$ cat config.mk
export PLATFORM = sky130hd
export DESIGN_NAME = pld_lock_core
export DESIGN_NICKNAME = d
export VERILOG_FILES = /design/src/include/pld_pkg.sv /design/src/core/pld_lock_core.sv /design/src/core/pld_delay_cell.sv
export SDC_FILE = /design/constraint.sdc
export NUM_CORES = 1
export LEC_CHECK = 0
export BUFFER_PORTS_ARGS = -buffer_cell sky130_fd_sc_hd__buf_4
export CORE_UTILIZATION = 40
export CTS_CLUSTER_SIZE = 28
export DETAILED_ROUTE_END_ITERATION = 12
export PLACE_DENSITY_LB_ADDON = 0.3
export SLEW_MARGIN = 20
export SYNTH_ARGS = -nofsm -noshare
export SYNTH_HDL_FRONTEND = slang
export SYNTH_SLANG_ARGS = --single-unit
$ cat constraint.sdc
create_clock -name ref_clk -period 10.7 [get_ports ref_clk]
set_input_delay 1.605 -clock ref_clk [delete_from_list [all_inputs] [get_ports ref_clk]]
set_output_delay 1.605 -clock ref_clk [all_outputs]
set_load 0.01 [all_outputs]
$ cat src/include/pld_pkg.sv
// Shared constants, types and divide-ratio helper for the PLL divider and lock detector
`default_nettype none
package pld_pkg;
    localparam int CLK_PERIOD_PS = 4000;
    localparam int ADDR_W        = 8;
    localparam int DATA_W        = 32;

    localparam logic [7:0] ADDR_RDIV = 8'h00;
    localparam logic [7:0] ADDR_NDIV = 8'h04;
    localparam logic [7:0] ADDR_LOCK = 8'h08;
    localparam logic [7:0] ADDR_DLY  = 8'h0c;
    localparam logic [7:0] ADDR_PIN  = 8'h10;
    localparam logic [7:0] ADDR_STAT = 8'h14;
    localparam logic [7:0] ADDR_IRQ  = 8'h18;
    localparam logic [7:0] ADDR_MASK = 8'h1c;

    localparam int NDIV_B_LSB    = 0;
    localparam int NDIV_A_LSB    = 16;
    localparam int NDIV_MODE_LSB = 24;
    localparam int LOCK_ABL_LSB  = 0;
    localparam int LOCK_WIN_BIT  = 4;
    localparam int LOCK_CNT_LSB  = 5;
    localparam int DLY_REF_LSB   = 0;
    localparam int DLY_FB_LSB    = 4;
    localparam int PIN_LOCK_LSB  = 0;
    localparam int PIN_STAT_LSB  = 4;
    localparam int PIN_MON_LSB   = 8;
    localparam int IRQ_ACQ_BIT   = 0;
    localparam int IRQ_LOST_BIT  = 1;

    localparam logic [13:0] RDIV_RST = 14'h0001;
    localparam logic [12:0] NB_RST   = 13'h0003;
    localparam logic [5:0]  NA_RST   = 6'h00;

    // Threshold times; each must stay at least one clock
    localparam int LOCK_THR_NARROW_PS   = 8000;
    localparam int UNLOCK_THR_NARROW_PS = 16000;
    localparam int LOCK_THR_WIDE_PS     = 20000;
    localparam int UNLOCK_THR_WIDE_PS   = 32000;
    localparam int ABL_STEP_PS          = 4000;
    localparam logic [7:0] LOCK_NARROW_CYC   = 8'(LOCK_THR_NARROW_PS / CLK_PERIOD_PS);
    localparam logic [7:0] UNLOCK_NARROW_CYC = 8'(UNLOCK_THR_NARROW_PS / CLK_PERIOD_PS);
    localparam logic [7:0] LOCK_WIDE_CYC     = 8'(LOCK_THR_WIDE_PS / CLK_PERIOD_PS);
    localparam logic [7:0] UNLOCK_WIDE_CYC   = 8'(UNLOCK_THR_WIDE_PS / CLK_PERIOD_PS);
    localparam logic [7:0] ABL_STEP_CYC      = 8'(ABL_STEP_PS / CLK_PERIOD_PS);

    localparam logic [7:0] RUN_CNT_0 = 8'h05;
    localparam logic [7:0] RUN_CNT_1 = 8'h10;
    localparam logic [7:0] RUN_CNT_2 = 8'h40;
    localparam logic [7:0] RUN_CNT_3 = 8'hff;

    localparam int DLY_STAGES = 7;

    typedef enum logic [2:0] {
        fixed_divide_mode_1, fixed_divide_mode_2, fixed_divide_mode_3,
        dual_modulus_mode_2, dual_modulus_mode_4, dual_modulus_mode_8,
        dual_modulus_mode_16, dual_modulus_mode_32
    } pld_presc_mode_t;

    typedef enum logic [1:0] {LPIN_DIGITAL, LPIN_PULLDOWN, LPIN_PULLUP,
                              LPIN_LOW} pld_lock_pin_sel_t;
    typedef enum logic [1:0] {AUX_LOW, AUX_LOCK, AUX_REF_DIV, AUX_FB_DIV} pld_aux_sel_t;

    typedef struct packed {
        pld_presc_mode_t mode;
        logic [5:0]      a;
        logic [12:0]     b;
    } pld_ndiv_cfg_t;

    typedef struct packed {
        logic [1:0] run_sel;
        logic       wide;
        logic [1:0] abl;
    } pld_lock_cfg_t;

    typedef struct packed {
        logic [1:0] monitor;
        logic [1:0] status;
        logic [1:0] lock_out;
    } pld_pin_cfg_t;

    function automatic logic [5:0] pld_presc(input pld_presc_mode_t m);
        case (m)
            fixed_divide_mode_1:  return 6'h01;
            fixed_divide_mode_2:  return 6'h02;
            fixed_divide_mode_3:  return 6'h03;
            dual_modulus_mode_2:  return 6'h02;
            dual_modulus_mode_4:  return 6'h04;
            dual_modulus_mode_8:  return 6'h08;
            dual_modulus_mode_16: return 6'h10;
            default:              return 6'h20;
        endcase
    endfunction

    function automatic logic [18:0] pld_n_total(input pld_ndiv_cfg_t c);
        logic [18:0] p;
        p = {13'h0000, pld_presc(c.mode)};
        // B of one bypasses A and B
        if (c.b <= 13'h0001) begin
            return p;
        end
        if (c.mode <= fixed_divide_mode_3) begin
            return p * {6'h00, c.b};
        end
        // dual modulus P times B plus A
        return p * {6'h00, c.b} + {13'h0000, c.a};
    endfunction
endpackage
`default_nettype wire

$ cat src/core/pld_lock_core.sv
// PLL reference and feedback dividers, digital lock detector, pin muxes and registers
// Notes on behaviour
// - Three-bit delay cell on each divider output
// - Lock judged from rising edge time difference
// - Unlock threshold wider than lock threshold
// - Lock after programmable consecutive in-window cycles
// - Single cycle beyond unlock window drops lock
// - Window from select bit and antibacklash; run length from count select
// - Lock selectable on all three pin muxes
// - Fixed divide with B one gives P
// - Fixed divide ignores A counter
// - Pull-down analog lock idles high, low pulses
// - Pull-up analog lock idles low, high pulses
// - Dual-modulus feedback with B above one divides by P times B plus A
// - Fourteen-bit reference divider, zero or one bypass
//
// Added by the designer: the address-and-strobe port and the address map.
`timescale 1ns/1ns
`default_nettype none
module pld_lock_core (
    input  wire logic                        ref_clk,
    input  wire logic                        rstn,
    input  wire logic                        ref_in,
    input  wire logic                        vco_in,
    input  wire logic [pld_pkg::ADDR_W-1:0]  reg_addr,
    input  wire logic [pld_pkg::DATA_W-1:0]  reg_wdata,
    input  wire logic                        reg_wr,
    input  wire logic                        reg_rd,
    output logic      [pld_pkg::DATA_W-1:0]  reg_rdata,
    output logic                             irq,
    output logic                             lock_out_pin_o,
    output logic                             lock_out_pin_oe_n,
    output logic                             status_pin,
    output logic                             reference_monitor_pin
);
    import pld_pkg::*;

    typedef enum logic [1:0] {PM_IDLE, PM_REF_FIRST, PM_FB_FIRST} pld_meas_state_t;

    logic [13:0]     rdiv;
    pld_ndiv_cfg_t   ndiv;
    pld_lock_cfg_t   lock_cfg;
    pld_pin_cfg_t    pin;
    logic [2:0]      ref_dly;
    logic [2:0]      fb_dly;
    logic [1:0]      irq_st;
    logic [1:0]      irq_mask;

    logic            ref_q;
    logic            vco_q;
    logic [13:0]     ref_cnt;
    logic [18:0]     fb_cnt;
    logic            ref_pulse;
    logic            fb_pulse;
    logic            ref_d;
    logic            fb_d;

    pld_meas_state_t state;
    pld_meas_state_t next_state;
    logic [7:0]      meas_cnt;
    logic [7:0]      next_cnt;
    logic            eval_valid;
    logic [7:0]      eval_diff;
    logic [7:0]      run_cnt;
    logic [7:0]      next_run;
    logic            digital_lock_indicator;
    logic            next_lock;

    // Register decode
    wire wr_rdiv = reg_wr && (reg_addr == ADDR_RDIV);
    wire wr_ndiv = reg_wr && (reg_addr == ADDR_NDIV);
    wire wr_lock = reg_wr && (reg_addr == ADDR_LOCK);
    wire wr_dly  = reg_wr && (reg_addr == ADDR_DLY);
    wire wr_pin  = reg_wr && (reg_addr == ADDR_PIN);
    wire wr_irq  = reg_wr && (reg_addr == ADDR_IRQ);
    wire wr_mask = reg_wr && (reg_addr == ADDR_MASK);

    always_ff @(posedge ref_clk) begin
        if (!rstn) begin
            rdiv     <= RDIV_RST;
            ndiv     <= '{mode: dual_modulus_mode_2, a: NA_RST, b: NB_RST};
            lock_cfg <= '0;
            pin      <= '0;
            ref_dly  <= 3'h0;
            fb_dly   <= 3'h0;
            irq_mask <= 2'h0;
        end else begin
            if (wr_rdiv) rdiv <= reg_wdata[13:0];
            if (wr_ndiv) begin
                ndiv.b    <= reg_wdata[NDIV_B_LSB +: 13];
                ndiv.a    <= reg_wdata[NDIV_A_LSB +: 6];
                ndiv.mode <= pld_presc_mode_t'(reg_wdata[NDIV_MODE_LSB +: 3]);
            end
            if (wr_lock) begin
                lock_cfg.abl     <= reg_wdata[LOCK_ABL_LSB +: 2];
                lock_cfg.wide    <= reg_wdata[LOCK_WIN_BIT];
                lock_cfg.run_sel <= reg_wdata[LOCK_CNT_LSB +: 2];
            end
            if (wr_dly) begin
                ref_dly <= reg_wdata[DLY_REF_LSB +: 3];
                fb_dly  <= reg_wdata[DLY_FB_LSB +: 3];
            end
            if (wr_pin) begin
                pin.lock_out <= reg_wdata[PIN_LOCK_LSB +: 2];
                pin.status   <= reg_wdata[PIN_STAT_LSB +: 2];
                pin.monitor  <= reg_wdata[PIN_MON_LSB +: 2];
            end
            if (wr_mask) irq_mask <= reg_wdata[1:0];
        end
    end

    // Inputs are synchronous, so a one-flop history is enough for edges
    wire ref_rise = ref_in && !ref_q;
    wire vco_rise = vco_in && !vco_q;

    // zero and one both divide by one
    wire [13:0] r_eff   = (rdiv <= 14'h0001) ? 14'h0001 : rdiv;
    wire [18:0] n_total = pld_n_total(ndiv);

    always_ff @(posedge ref_clk) begin
        if (!rstn) begin
            ref_q     <= 1'b0;
            vco_q     <= 1'b0;
            ref_cnt   <= 14'h0000;
            fb_cnt    <= 19'h00000;
            ref_pulse <= 1'b0;
            fb_pulse  <= 1'b0;
        end else begin
            ref_q     <= ref_in;
            vco_q     <= vco_in;
            ref_pulse <= 1'b0;
            fb_pulse  <= 1'b0;
            if (ref_rise) begin
                ref_pulse <= (ref_cnt >= r_eff - 14'h0001);
                ref_cnt   <= (ref_cnt >= r_eff - 14'h0001) ? 14'h0000 : ref_cnt + 14'h0001;
            end
            if (vco_rise) begin
                fb_pulse <= (fb_cnt >= n_total - 19'h00001);
                fb_cnt   <= (fb_cnt >= n_total - 19'h00001) ? 19'h00000 : fb_cnt + 19'h00001;
            end
        end
    end

    // delay cells on both divider outputs
    pld_delay_cell #(.STAGES(DLY_STAGES)) u_ref_dly (
        .ref_clk  (ref_clk),
        .rstn     (rstn),
        .code     (ref_dly),
        .pulse_in (ref_pulse),
        .pulse_out(ref_d)
    );
    pld_delay_cell #(.STAGES(DLY_STAGES)) u_fb_dly (
        .ref_clk  (ref_clk),
        .rstn     (rstn),
        .code     (fb_dly),
        .pulse_in (fb_pulse),
        .pulse_out(fb_d)
    );

    // window from select bit and antibacklash
    wire [7:0] abl_add    = {6'h00, lock_cfg.abl} * ABL_STEP_CYC;
    wire [7:0] lock_thr   = (lock_cfg.wide ? LOCK_WIDE_CYC : LOCK_NARROW_CYC) + abl_add;
    wire [7:0] unlock_thr = (lock_cfg.wide ? UNLOCK_WIDE_CYC : UNLOCK_NARROW_CYC) + abl_add;
    wire [7:0] run_target = (lock_cfg.run_sel == 2'h0) ? RUN_CNT_0 :
                            (lock_cfg.run_sel == 2'h1) ? RUN_CNT_1 :
                            (lock_cfg.run_sel == 2'h2) ? RUN_CNT_2 : RUN_CNT_3;

    always_comb begin
        next_state = state;
        next_cnt   = meas_cnt;
        eval_valid = 1'b0;
        eval_diff  = meas_cnt;
        case (state)
            PM_IDLE: begin
                eval_diff = 8'h00;
                if (ref_d && fb_d) begin
                    eval_valid = 1'b1;
                end else if (ref_d) begin
                    next_state = PM_REF_FIRST;
                    next_cnt   = 8'h01;
                end else if (fb_d) begin
                    next_state = PM_FB_FIRST;
                    next_cnt   = 8'h01;
                end
            end
            // A missing partner edge past the unlock window counts as an unlock cycle
            PM_REF_FIRST: begin
                if (fb_d || meas_cnt > unlock_thr) begin
                    eval_valid = 1'b1;
                    next_state = PM_IDLE;
                    next_cnt   = 8'h00;
                end else begin
                    next_cnt = meas_cnt + 8'h01;
                end
            end
            PM_FB_FIRST: begin
                if (ref_d || meas_cnt > unlock_thr) begin
                    eval_valid = 1'b1;
                    next_state = PM_IDLE;
                    next_cnt   = 8'h00;
                end else begin
                    next_cnt = meas_cnt + 8'h01;
                end
            end
            default: begin
                next_state = PM_IDLE;
                next_cnt   = 8'h00;
            end
        endcase
    end

    wire eval_in_lock  = eval_diff < lock_thr;
    wire eval_out_lock = eval_diff > unlock_thr;

    // any cycle outside the lock window restarts the run
    assign next_run = !eval_valid ? run_cnt :
                      !eval_in_lock ? 8'h00 :
                      (run_cnt == 8'hff) ? run_cnt : run_cnt + 8'h01;

    wire lock_grant = eval_valid && eval_in_lock && (next_run >= run_target);

    assign next_lock = (eval_valid && eval_out_lock) ? 1'b0 :
                       lock_grant ? 1'b1 : digital_lock_indicator;

    wire evt_acq  = next_lock && !digital_lock_indicator;
    wire evt_lost = !next_lock && digital_lock_indicator;

    // Set wins over a write-one clear in the same cycle
    wire [1:0] irq_clr     = wr_irq ? reg_wdata[1:0] : 2'h0;
    wire [1:0] irq_evt     = {evt_lost, evt_acq};
    wire [1:0] next_irq_st = (irq_st & ~irq_clr) | irq_evt;

    always_ff @(posedge ref_clk) begin
        if (!rstn) begin
            state                  <= PM_IDLE;
            meas_cnt               <= 8'h00;
            run_cnt                <= 8'h00;
            digital_lock_indicator <= 1'b0;
            irq_st                 <= 2'h0;
        end else begin
            state                  <= next_state;
            meas_cnt               <= next_cnt;
            run_cnt                <= next_run;
            digital_lock_indicator <= next_lock;
            irq_st                 <= next_irq_st;
        end
    end

    // Analog indicator pulses while the edges are apart
    wire analog_lock_indicator = (state != PM_IDLE);

    // pull-down mode releases pin, pulses low
    // pull-up mode releases pin, pulses high
    wire next_lock_o    = (pin.lock_out == LPIN_DIGITAL) ? digital_lock_indicator :
                          (pin.lock_out == LPIN_PULLUP);
    wire next_lock_oe_n = (pin.lock_out == LPIN_PULLDOWN ||
                           pin.lock_out == LPIN_PULLUP) ? !analog_lock_indicator : 1'b0;

    // lock is a source in each pin mux
    wire next_status  = (pin.status == AUX_LOCK) ? digital_lock_indicator :
                        (pin.status == AUX_REF_DIV) ? ref_d :
                        (pin.status == AUX_FB_DIV) ? fb_d : 1'b0;
    wire next_monitor = (pin.monitor == AUX_LOCK) ? digital_lock_indicator :
                        (pin.monitor == AUX_REF_DIV) ? ref_d :
                        (pin.monitor == AUX_FB_DIV) ? fb_d : 1'b0;

    wire [31:0] rd_word =
        (reg_addr == ADDR_RDIV) ? {18'h00000, rdiv} :
        (reg_addr == ADDR_NDIV) ? {5'h00, ndiv.mode, 2'h0, ndiv.a, 3'h0, ndiv.b} :
        (reg_addr == ADDR_LOCK) ? {25'h0000000, lock_cfg.run_sel, lock_cfg.wide, 2'h0,
                                   lock_cfg.abl} :
        (reg_addr == ADDR_DLY)  ? {25'h0000000, fb_dly, 1'h0, ref_dly} :
        (reg_addr == ADDR_PIN)  ? {22'h000000, pin.monitor, 2'h0, pin.status, 2'h0,
                                   pin.lock_out} :
        (reg_addr == ADDR_STAT) ? {16'h0000, run_cnt, 7'h00, digital_lock_indicator} :
        (reg_addr == ADDR_IRQ)  ? {30'h00000000, irq_st} :
        (reg_addr == ADDR_MASK) ? {30'h00000000, irq_mask} : 32'h00000000;

    always_ff @(posedge ref_clk) begin
        if (!rstn) begin
            reg_rdata             <= 32'h00000000;
            irq                   <= 1'b0;
            lock_out_pin_o        <= 1'b0;
            lock_out_pin_oe_n     <= 1'b1;
            status_pin            <= 1'b0;
            reference_monitor_pin <= 1'b0;
        end else begin
            reg_rdata             <= reg_rd ? rd_word : 32'h00000000;
            irq                   <= |(irq_st & irq_mask);
            lock_out_pin_o        <= next_lock_o;
            lock_out_pin_oe_n     <= next_lock_oe_n;
            status_pin            <= next_status;
            reference_monitor_pin <= next_monitor;
        end
    end
endmodule
`default_nettype wire

$ cat src/core/pld_delay_cell.sv
// Programmable three-bit delay cell for one divider output pulse
`timescale 1ns/1ns
`default_nettype none
module pld_delay_cell #(
    parameter int STAGES = pld_pkg::DLY_STAGES
) (
    input  wire logic       ref_clk,
    input  wire logic       rstn,
    input  wire logic [2:0] code,
    input  wire logic       pulse_in,
    output logic            pulse_out
);
    import pld_pkg::*;

    logic [STAGES-1:0] taps;

    // Steps are whole clocks, far coarser than an analog cell
    always_ff @(posedge ref_clk) begin
        if (!rstn) begin
            taps <= '0;
        end else begin
            taps <= {taps[STAGES-2:0], pulse_in};
        end
    end

    assign pulse_out = (code == 3'h0) ? pulse_in : taps[code - 3'h1];
endmodule
`default_nettype wire

==> results_tabular.tex, run 1 <==
\begin{tabular}{lr}
\hline
Metric & Value \\
\hline
\multicolumn{2}{l}{\textbf{Status}} \\
\quad Result of the run & finished clean \\
\multicolumn{2}{l}{\textbf{Setup path}} \\
\quad Critical Path AT & 8.42 ns \\
\quad Kind of launch point of the worst setup path & register \\
\quad Crit path buf inv count & 1 \\
\quad Reg2reg start & ndiv[20]\$\_SDFFE\_PN1P\_ \\
\quad Data required time at the worst endpoint & 11.06 ns \\
\quad Delay of the slowest cell on the worst path & 0.81 ns \\
\quad Family with the most delay on the worst path & adder cells \\
\quad Critical path, cell by cell & nand2\_1 > nor2\_1 > nand2\_1 > fa\_1 > fa\_1 > fa\_1 > inv\_1 > ha\_1 > xor2\_1 > ha\_1 > o41ai\_1 > nor3\_1 > xor2\_1 > a41o\_1 > nand3\_1 > a2111oi\_4 > mux2i\_1 > a22oi\_2 > ha\_1 > a21o\_1 > a2111oi\_0 > a21o\_1 > nand2\_1 > nor2\_1 \\
\quad Critical path origin & ndiv[20]\$\_SDFFE\_PN1P\_ \\
\quad Worst setup path category & register to register \\
\quad Worst setup EP type & register \\
\quad Largest fanout on the critical path & 19 \\
\quad Slack of the worst reg-to-reg path & 2.64 ns \\
\quad Cell with the biggest individual delay on the critical path & sky130\_fd\_sc\_hd\_\_o41ai\_1 \\
\multicolumn{2}{l}{\textbf{Synthesis}} \\
\quad Post-synth top area share & 0.2677 \\
\quad Count of yosys warnings during synthesis & 0 \\
\quad Cell area after synthesis & 11,740 um2 \\
\quad Share of synthesized flip-flops with an asynchronous set or reset & 0 \\
\quad Syn\_area\_per\_cell & 8.356 um2 \\
\quad Number of distinct library cells after synthesis & 80 \\
\quad Number of flops mapped to enable cells by yosys & 0 \\
\quad Number of instances in the synthesized netlist & 1,405 \\
\quad Register area share after synthesis & 0.2677 \\
\quad Primary FF master, synth & sky130\_fd\_sc\_hd\_\_dfxtp\_1 \\
\quad Register bit count reported by yosys & 157 \\
\quad Top area cells in the synthesized netlist & sky130\_fd\_sc\_hd\_\_dfxtp\_1, sky130\_fd\_sc\_hd\_\_ha\_1, sky130\_fd\_sc\_hd\_\_fa\_1 \\
\quad Cell accounting for the most synthesized area & sky130\_fd\_sc\_hd\_\_dfxtp\_1 \\
\multicolumn{2}{l}{\textbf{Cells and area}} \\
\quad Fraction of final layout cells with drive strength greater than 1 & 0.09897 \\
\quad Fill cell instance count of the final layout & 2,833 \\
\quad Layout-stage area growth over the synthesis result & 12.02\% \\
\quad Most frequent cells in the layout & sky130\_fd\_sc\_hd\_\_nand2\_1, sky130\_fd\_sc\_hd\_\_dfxtp\_1, sky130\_fd\_sc\_hd\_\_nor2\_1 \\
\quad Number of diodes added for antenna fixing & 0 \\
\quad Util after Layout & 0.4570 \\
\quad Nets@finish & 1,640 \\
\quad Commonest non-fill, non-tap cell in the layout & sky130\_fd\_sc\_hd\_\_nand2\_1 \\
\quad Number of cells in the finished layout apart from fillers & 1,839 \\
\multicolumn{2}{l}{\textbf{Worst hold path}} \\
\quad Hold\_sp & u\_fb\_dly.taps[1]\$\_SDFF\_PN0\_ \\
\quad Path type of the worst min-delay path & register to register \\
\multicolumn{2}{l}{\textbf{Clock network}} \\
\quad H-tree lvl count & 4 \\
\quad Number of buffers inserted by post-CTS setup repair & 0 \\
\quad Resize count post-CTS & 0 \\
\quad Number of buffers created by CTS & 17 \\
\quad Maximum number of buffers from clock root to sink & 2 \\
\quad Cts hold-fix bufs & 0 \\
\quad Clock latency reported for the late side of the worst-skew pair & 0.44 ns \\
\quad Clk pin slew, worst setup/hold paths & 0.07 ns \\
\quad Root Buffer Master & sky130\_fd\_sc\_hd\_\_clkbuf\_16 \\
\quad TritonCTS clock tree & yes \\
\quad Total clock sinks & 157 \\
\multicolumn{2}{l}{\textbf{Timing}} \\
\quad Final period utilization & 0.7532 \\
\quad Count of final max-slew check failures & 0 \\
\quad Max-slew headroom & 0.3019 \\
\quad Least-Margin Pin Slew & 1.043 ns \\
\quad Highest clock frequency the design can meet & 0.1241 GHz \\
\quad Summed negative setup slack over all endpoints & 0 ns \\
\quad Worst setup skew after layout & 0.01269 ns \\
\quad RSZ-0062 raised after global routing & false \\
\quad Number of endpoints with negative hold slack in the final report & 0 \\
\quad Number of setup violations in the final report & 0 \\
\quad Period minus WS final & 8.060 ns \\
\multicolumn{2}{l}{\textbf{Route}} \\
\quad Iteration count of the initial detailed-routing pass & 5 \\
\quad WL per Instance & 15.67 um \\
\quad 1st-iter DRT viols & 615 \\
\quad Count of antenna-violating nets left after detailed routing & 0 \\
\quad Avg Vias per Cell & 5.332 \\
\quad Overall routed net length & 28,820 um \\
\quad Post-detailed-route DRC marker count & 0 \\
\quad Number of vias after detailed routing & 9,805 \\
\multicolumn{2}{l}{\textbf{Floorplanning}} \\
\quad Core region area & 28,780 um2 \\
\quad Site Rows & 62 \\
\quad IO Count & 83 \\
\quad Die H & 173.3 um \\
\quad Overall die area & 30,040 um2 \\
\quad Initial cell density of the core & 0.4079 \\
\quad Chip width & 173.3 um \\
\multicolumn{2}{l}{\textbf{Pwr}} \\
\quad Worst vdd ir & 97.83 uV \\
\quad Leak Pwr & 5.484 nW \\
\quad Total Power Consumption & 1.301 mW \\
\quad Power density over cell area & 98.93 nW/um2 \\
\multicolumn{2}{l}{\textbf{Flow run}} \\
\quad Max Cap Violations & 0 \\
\multicolumn{2}{l}{\textbf{GRT}} \\
\quad Number of global-route vias before repair & 9,681 \\
\quad Maximum number of pins on one net before global-route repair & 68 \\
\quad Global-route congestion overflow total & 0 \\
\quad Global-route wire length before repair & 48,880 um \\
\quad Number of antenna violations at the first check in global routing & 1 \\
\quad GRT Total Usage & 0.1989 \\
\multicolumn{2}{l}{\textbf{Placement}} \\
\quad Placed Instances & 1,808 \\
\quad Global placer's final weighted congestion & 0.8162 \\
\quad Quantity of I/O buffers inserted on ports & 66 \\
\quad Final HPWL DP & 21,560 um \\
\hline
\end{tabular}
## final timing paths
check	to	depth (start not counted)
max	fb_cnt[7]$_SDFFE_PN0P_	24
min	u_fb_dly.taps[2]$_SDFF_PN0_	1
max reg2reg	fb_cnt[7]$_SDFFE_PN0P_	24
min reg2reg	u_fb_dly.taps[2]$_SDFF_PN0_	1
## routing by layer
| metal | up-vias | track usage | share of wire |
|---|---|---|---|
| met5 | - | 0 | 0 |
| met4 | 0 | 0.07633 | 0.025 |
| met3 | 35 | 0.02851 | 0.037 |
| met2 | 198 | 0.3330 | 0.47 |
| met1 | 4677 | 0.2582 | 0.46 |
| li1 | 4895 | - | - |
## sequential cells by signal, indices dropped and copies added (netlist names), 5 cells and up
| name | count |
|---|---|
| u_ref_dly.taps | 7 |
| rdiv | 14 |
| ref_cnt | 14 |
| fb_cnt | 19 |
| reg_rdata | 25 |
| pin | 6 |
| u_fb_dly.taps | 7 |
| run_cnt | 8 |
| lock_cfg | 5 |
| ndiv | 22 |
| meas_cnt | 8 |
## cells in the mapped netlist (33+ instances only)
cell type,n
sky130_fd_sc_hd__xnor2_1,33
sky130_fd_sc_hd__nand2_1,165
sky130_fd_sc_hd__nor2_1,128
sky130_fd_sc_hd__o21ai_0,36
sky130_fd_sc_hd__nand3_1,46
sky130_fd_sc_hd__a21oi_1,89
sky130_fd_sc_hd__dfxtp_1,157
sky130_fd_sc_hd__fa_1,47
sky130_fd_sc_hd__clkbuf_1,44
sky130_fd_sc_hd__xor2_1,40
sky130_fd_sc_hd__inv_1,82
sky130_fd_sc_hd__ha_1,104
sky130_fd_sc_hd__and2_1,101
## logic make-up (layout without fill, tap and decap cells)
kind of cell,Yosys count,after routing,share of synthesized area
flip-flops,157,157,0.2677
multiplexers,43,43,0.04380
buffers and inverters,140,184,0.04796
XOR/XNOR,74,74,0.05585
adder cells (fa/ha/maj),151,151,0.1910
other,1,7,0.0003194
AO/OA/AOI/OAI,248,248,0.1387
AND/OR/NAND/NOR,591,591,0.2547
## area by class of cell
type,count,area (um2),share of cell area
Multi-Input combinational cell,1114,8061,0.6130
Sequential cell,157,3143,0.2390
Timing Repair Buffer,71,533.0,0.04053
Tap cell,384,480.5,0.03653
Clock buffer,17,425.4,0.03235
Inverter,82,307.8,0.02340
Clock inverter,14,200.2,0.01522
## metrics by stage
stage | hold WS (ns) | area, um2 | worst slack [ns]
final | 0.4503 | 13150 | 2.640
after global routing | 0.4745 | 13150 | 1.811
after CTS | 0.4578 | 13150 | 2.461
after detailed placement | 0.4447 | 12530 | 2.462
after floorplan | 0.4241 | 11760 | 3.681
after global placement | 0.4300 | 12530 | 2.728
## report_power, final
part / switching [mW] / internal, mW / leakage [nW] / total [mW]
Clock: 0.281 / 0.376 / 0.303 / 0.657
Combinational: 0.0329 / 0.0205 / 3.91 / 0.0535
Sequential: 0.00310 / 0.587 / 1.27 / 0.590
Total: 0.317 / 0.984 / 5.48 / 1.30
No activity file was read; power rests on OpenSTA's default activity.
==> run 2: changes to the inputs <==
==> constraint.sdc (replaced) <==
create_clock -name ref_clk -period 7.86 [get_ports ref_clk]
set_input_delay 1.179 -clock ref_clk [delete_from_list [all_inputs] [get_ports ref_clk]]
set_output_delay 1.179 -clock ref_clk [all_outputs]
set_load 0.01 [all_outputs]
==> run 2 against run 1 <==
  * Die area unchanged
  * Worst hold slack better by 0.0048 ns
  * Total power grew 38%
  * Largest cell class unchanged
==> results_tabular.tex, run 2 (same netlist as run 1, synthesis figures left out) <==
\begin{tabular}{lr}
\hline
Metric & Value \\
\hline
\multicolumn{2}{l}{\textbf{Setup path}} \\
\quad Data required time at the worst endpoint & 8.23 ns \\
\quad Worst setup EP type & register \\
\quad Delay of the slowest cell on the worst path & 0.52 ns \\
\quad Kind of launch point of the worst setup path & register \\
\quad Cell with the biggest individual delay on the critical path & sky130\_fd\_sc\_hd\_\_fa\_1 \\
\quad Logic depth of the worst register-to-register path & 30 \\
\quad Critical Path AT & 7.56 ns \\
\quad Worst setup path category & register to register \\
\quad Largest fanout on the critical path & 19 \\
\multicolumn{2}{l}{\textbf{Timing}} \\
\quad Worst setup skew after layout & 0.01042 ns \\
\quad Least-Margin Pin Slew & 0.9188 ns \\
\quad Summed negative setup slack over all endpoints & 0 ns \\
\quad Max-slew headroom & 0.3852 \\
\quad WHS & 0.4550 ns \\
\quad Count of final max-slew check failures & 0 \\
\quad Number of endpoints with negative hold slack in the final report & 0 \\
\quad RSZ-0062 raised after global routing & false \\
\quad Number of setup violations in the final report & 0 \\
\quad Period minus WS final & 7.190 ns \\
\quad Highest clock frequency the design can meet & 0.1391 GHz \\
\quad Final period utilization & 0.9147 \\
\multicolumn{2}{l}{\textbf{Cells and area}} \\
\quad Most frequent cells in the layout & sky130\_fd\_sc\_hd\_\_nand2\_1, sky130\_fd\_sc\_hd\_\_dfxtp\_1, sky130\_fd\_sc\_hd\_\_nor2\_1 \\
\quad Fraction of final layout cells with drive strength greater than 1 & 0.1085 \\
\quad Top register by number of flip-flops & reg\_rdata \\
\quad Footprint of the multi-input gates & 8071 um2 \\
\quad Flip-flop count of the largest register after layout & 25 \\
\quad Number of diodes added for antenna fixing & 0 \\
\quad Layout-stage area growth over the synthesis result & 12.95\% \\
\quad Register cell area after layout & 3146 um2 \\
\quad Nets@finish & 1,649 \\
\quad Largest registers & reg\_rdata (25), ndiv (22), fb\_cnt (19) \\
\quad Commonest non-fill, non-tap cell in the layout & sky130\_fd\_sc\_hd\_\_nand2\_1 \\
\quad Fill cell instance count of the final layout & 2,788 \\
\multicolumn{2}{l}{\textbf{Placement}} \\
\quad Final HPWL DP & 21,450 um \\
\quad Global placer's final weighted congestion & 0.8177 \\
\quad Quantity of I/O buffers inserted on ports & 66 \\
\multicolumn{2}{l}{\textbf{Floorplanning}} \\
\quad IO Count & 83 \\
\quad Chip width & 173.3 um \\
\quad Die H & 173.3 um \\
\quad Site Rows & 62 \\
\quad Core region area & 28,780 um2 \\
\quad Initial cell density of the core & 0.4079 \\
\quad Overall die area & 30,040 um2 \\
\multicolumn{2}{l}{\textbf{Clock network}} \\
\quad Maximum number of buffers from clock root to sink & 2 \\
\quad Cts hold-fix bufs & 0 \\
\quad H-tree lvl count & 4 \\
\quad Clock latency reported for the late side of the worst-skew pair & 0.44 ns \\
\quad TritonCTS clock tree & yes \\
\quad Clk pin slew, worst setup/hold paths & 0.07 ns \\
\quad Number of buffers created by CTS & 17 \\
\quad Total clock sinks & 157 \\
\quad Root Buffer Master & sky130\_fd\_sc\_hd\_\_clkbuf\_16 \\
\multicolumn{2}{l}{\textbf{GRT}} \\
\quad Number of global-route vias before repair & 9,447 \\
\quad Number of antenna violations at the first check in global routing & 0 \\
\quad Maximum number of pins on one net before global-route repair & 68 \\
\quad GRT Total Usage & 0.1972 \\
\quad Global-route wire length before repair & 48,190 um \\
\quad Global-route congestion overflow total & 0 \\
\multicolumn{2}{l}{\textbf{Worst hold path}} \\
\quad Worst hold path cell count & 1 \\
\quad Path type of the worst min-delay path & register to register \\
\multicolumn{2}{l}{\textbf{Route}} \\
\quad 1st-iter DRT viols & 562 \\
\quad Overall routed net length & 28,860 um \\
\quad Avg Vias per Cell & 5.337 \\
\quad Met1 layer wirelength in the final routing & 13,800 um \\
\quad Count of antenna-violating nets left after detailed routing & 0 \\
\quad Number of vias after detailed routing & 9,869 \\
\quad Post-detailed-route DRC marker count & 0 \\
\quad Max layer used & met4 \\
\quad Iteration count of the initial detailed-routing pass & 5 \\
\quad Routed length on met2 & 13,680 um \\
\quad Met3 Routed Length & 942 um \\
\quad WL per Instance & 15.61 um \\
\multicolumn{2}{l}{\textbf{Pwr}} \\
\quad Fraction of power spent switching nets & 0.2487 \\
\quad Worst vdd ir & 139.9 uV \\
\quad Switching Power & 0.4458 mW \\
\quad Leak Pwr & 5.546 nW \\
\quad Internal power & 1.346 mW \\
\quad Fraction of power consumed by the clock network & 0.511 \\
\quad Fraction of power consumed by combinational cells & 0.041 \\
\quad Fraction of power consumed by sequential logic & 0.448 \\
\quad Power density over cell area & 135.2 nW/um2 \\
\quad Total Power Consumption & 1.792 mW \\
\multicolumn{2}{l}{\textbf{Status}} \\
\quad Result of the run & finished clean \\
\multicolumn{2}{l}{\textbf{Flow run}} \\
\quad Max Cap Violations & 0 \\
\hline
\end{tabular}
==> run 2: worst paths after layout <==
kind / from / end / slack, ns
worst max-delay path: ndiv[21]$_SDFFE_PN0P_ / fb_cnt[4]$_SDFFE_PN0P_ / 0.67
worst min-delay path: u_ref_dly.taps[2]$_SDFF_PN0_ / u_ref_dly.taps[3]$_SDFF_PN0_ / 0.46
worst max register to register: ndiv[21]$_SDFFE_PN0P_ / fb_cnt[4]$_SDFFE_PN0P_ / 0.67
worst min register to register: u_ref_dly.taps[2]$_SDFF_PN0_ / u_ref_dly.taps[3]$_SDFF_PN0_ / 0.46
==> run 2: timing repair <==
item                       CTS  global route
setup endpoints to repair    0            19
gates resized for setup      0             7
setup buffers                0             1
==> run 2: critical path: cells and delay by family, from the launching register on <==
| family | cells | cell delay [ns] |
|---|---|---|
| fa+ha+maj | 6 | 2.33 |
| simple gates | 12 | 1.92 |
| buf+inv | 5 | 0.75 |
| compound gates | 7 | 1.67 |
| flops | 1 | 0.41 |
==> run 2: area by class of cell <==
cell class	instances	share of cell area
flip-flops and latches	157	0.2372
clock buffers	17	0.03208
clock inverters	15	0.01727
multi-input cells	1114	0.6087
repair buffers	80	0.04529
inverters	82	0.02321
well taps	384	0.03623
==> run 2: through the flow <==
| step | setup slack [ns] | utilization | cells | instance area, um2 |
|---|---|---|---|---|
| finish | 0.6701 | 0.4607 | 1849 | 13260 |
| global route | 0.01575 | 0.4607 | 1849 | 13260 |
| CTS | 0.2307 | 0.4599 | 1848 | 13240 |
| detailed placement | 0.2685 | 0.4371 | 1816 | 12580 |
| global placement | 0.4535 | 0.4371 | 1816 | 12580 |
| floorplan | 0.8405 | - | 1411 | 11760 |
==> run 2: routing by layer <==
metal  up-vias  GRT usage
met2       195     0.3270
met5         -          0
li1       4930          -
met4         0    0.05863
met1      4721     0.2653
met3        23    0.02785
==> run 2: power by group through the flow <==
stage          sequential, mW  combinational, mW  clock (mW)
6_report                0.803             0.0731       0.916
5_1_grt                 0.804             0.0801       0.973
2_1_floorplan           0.821             0.0442           0
3_5_place_dp            0.822             0.0728           0
3_3_place_gp            0.822             0.0720           0
4_1_cts                 0.803             0.0732       0.939
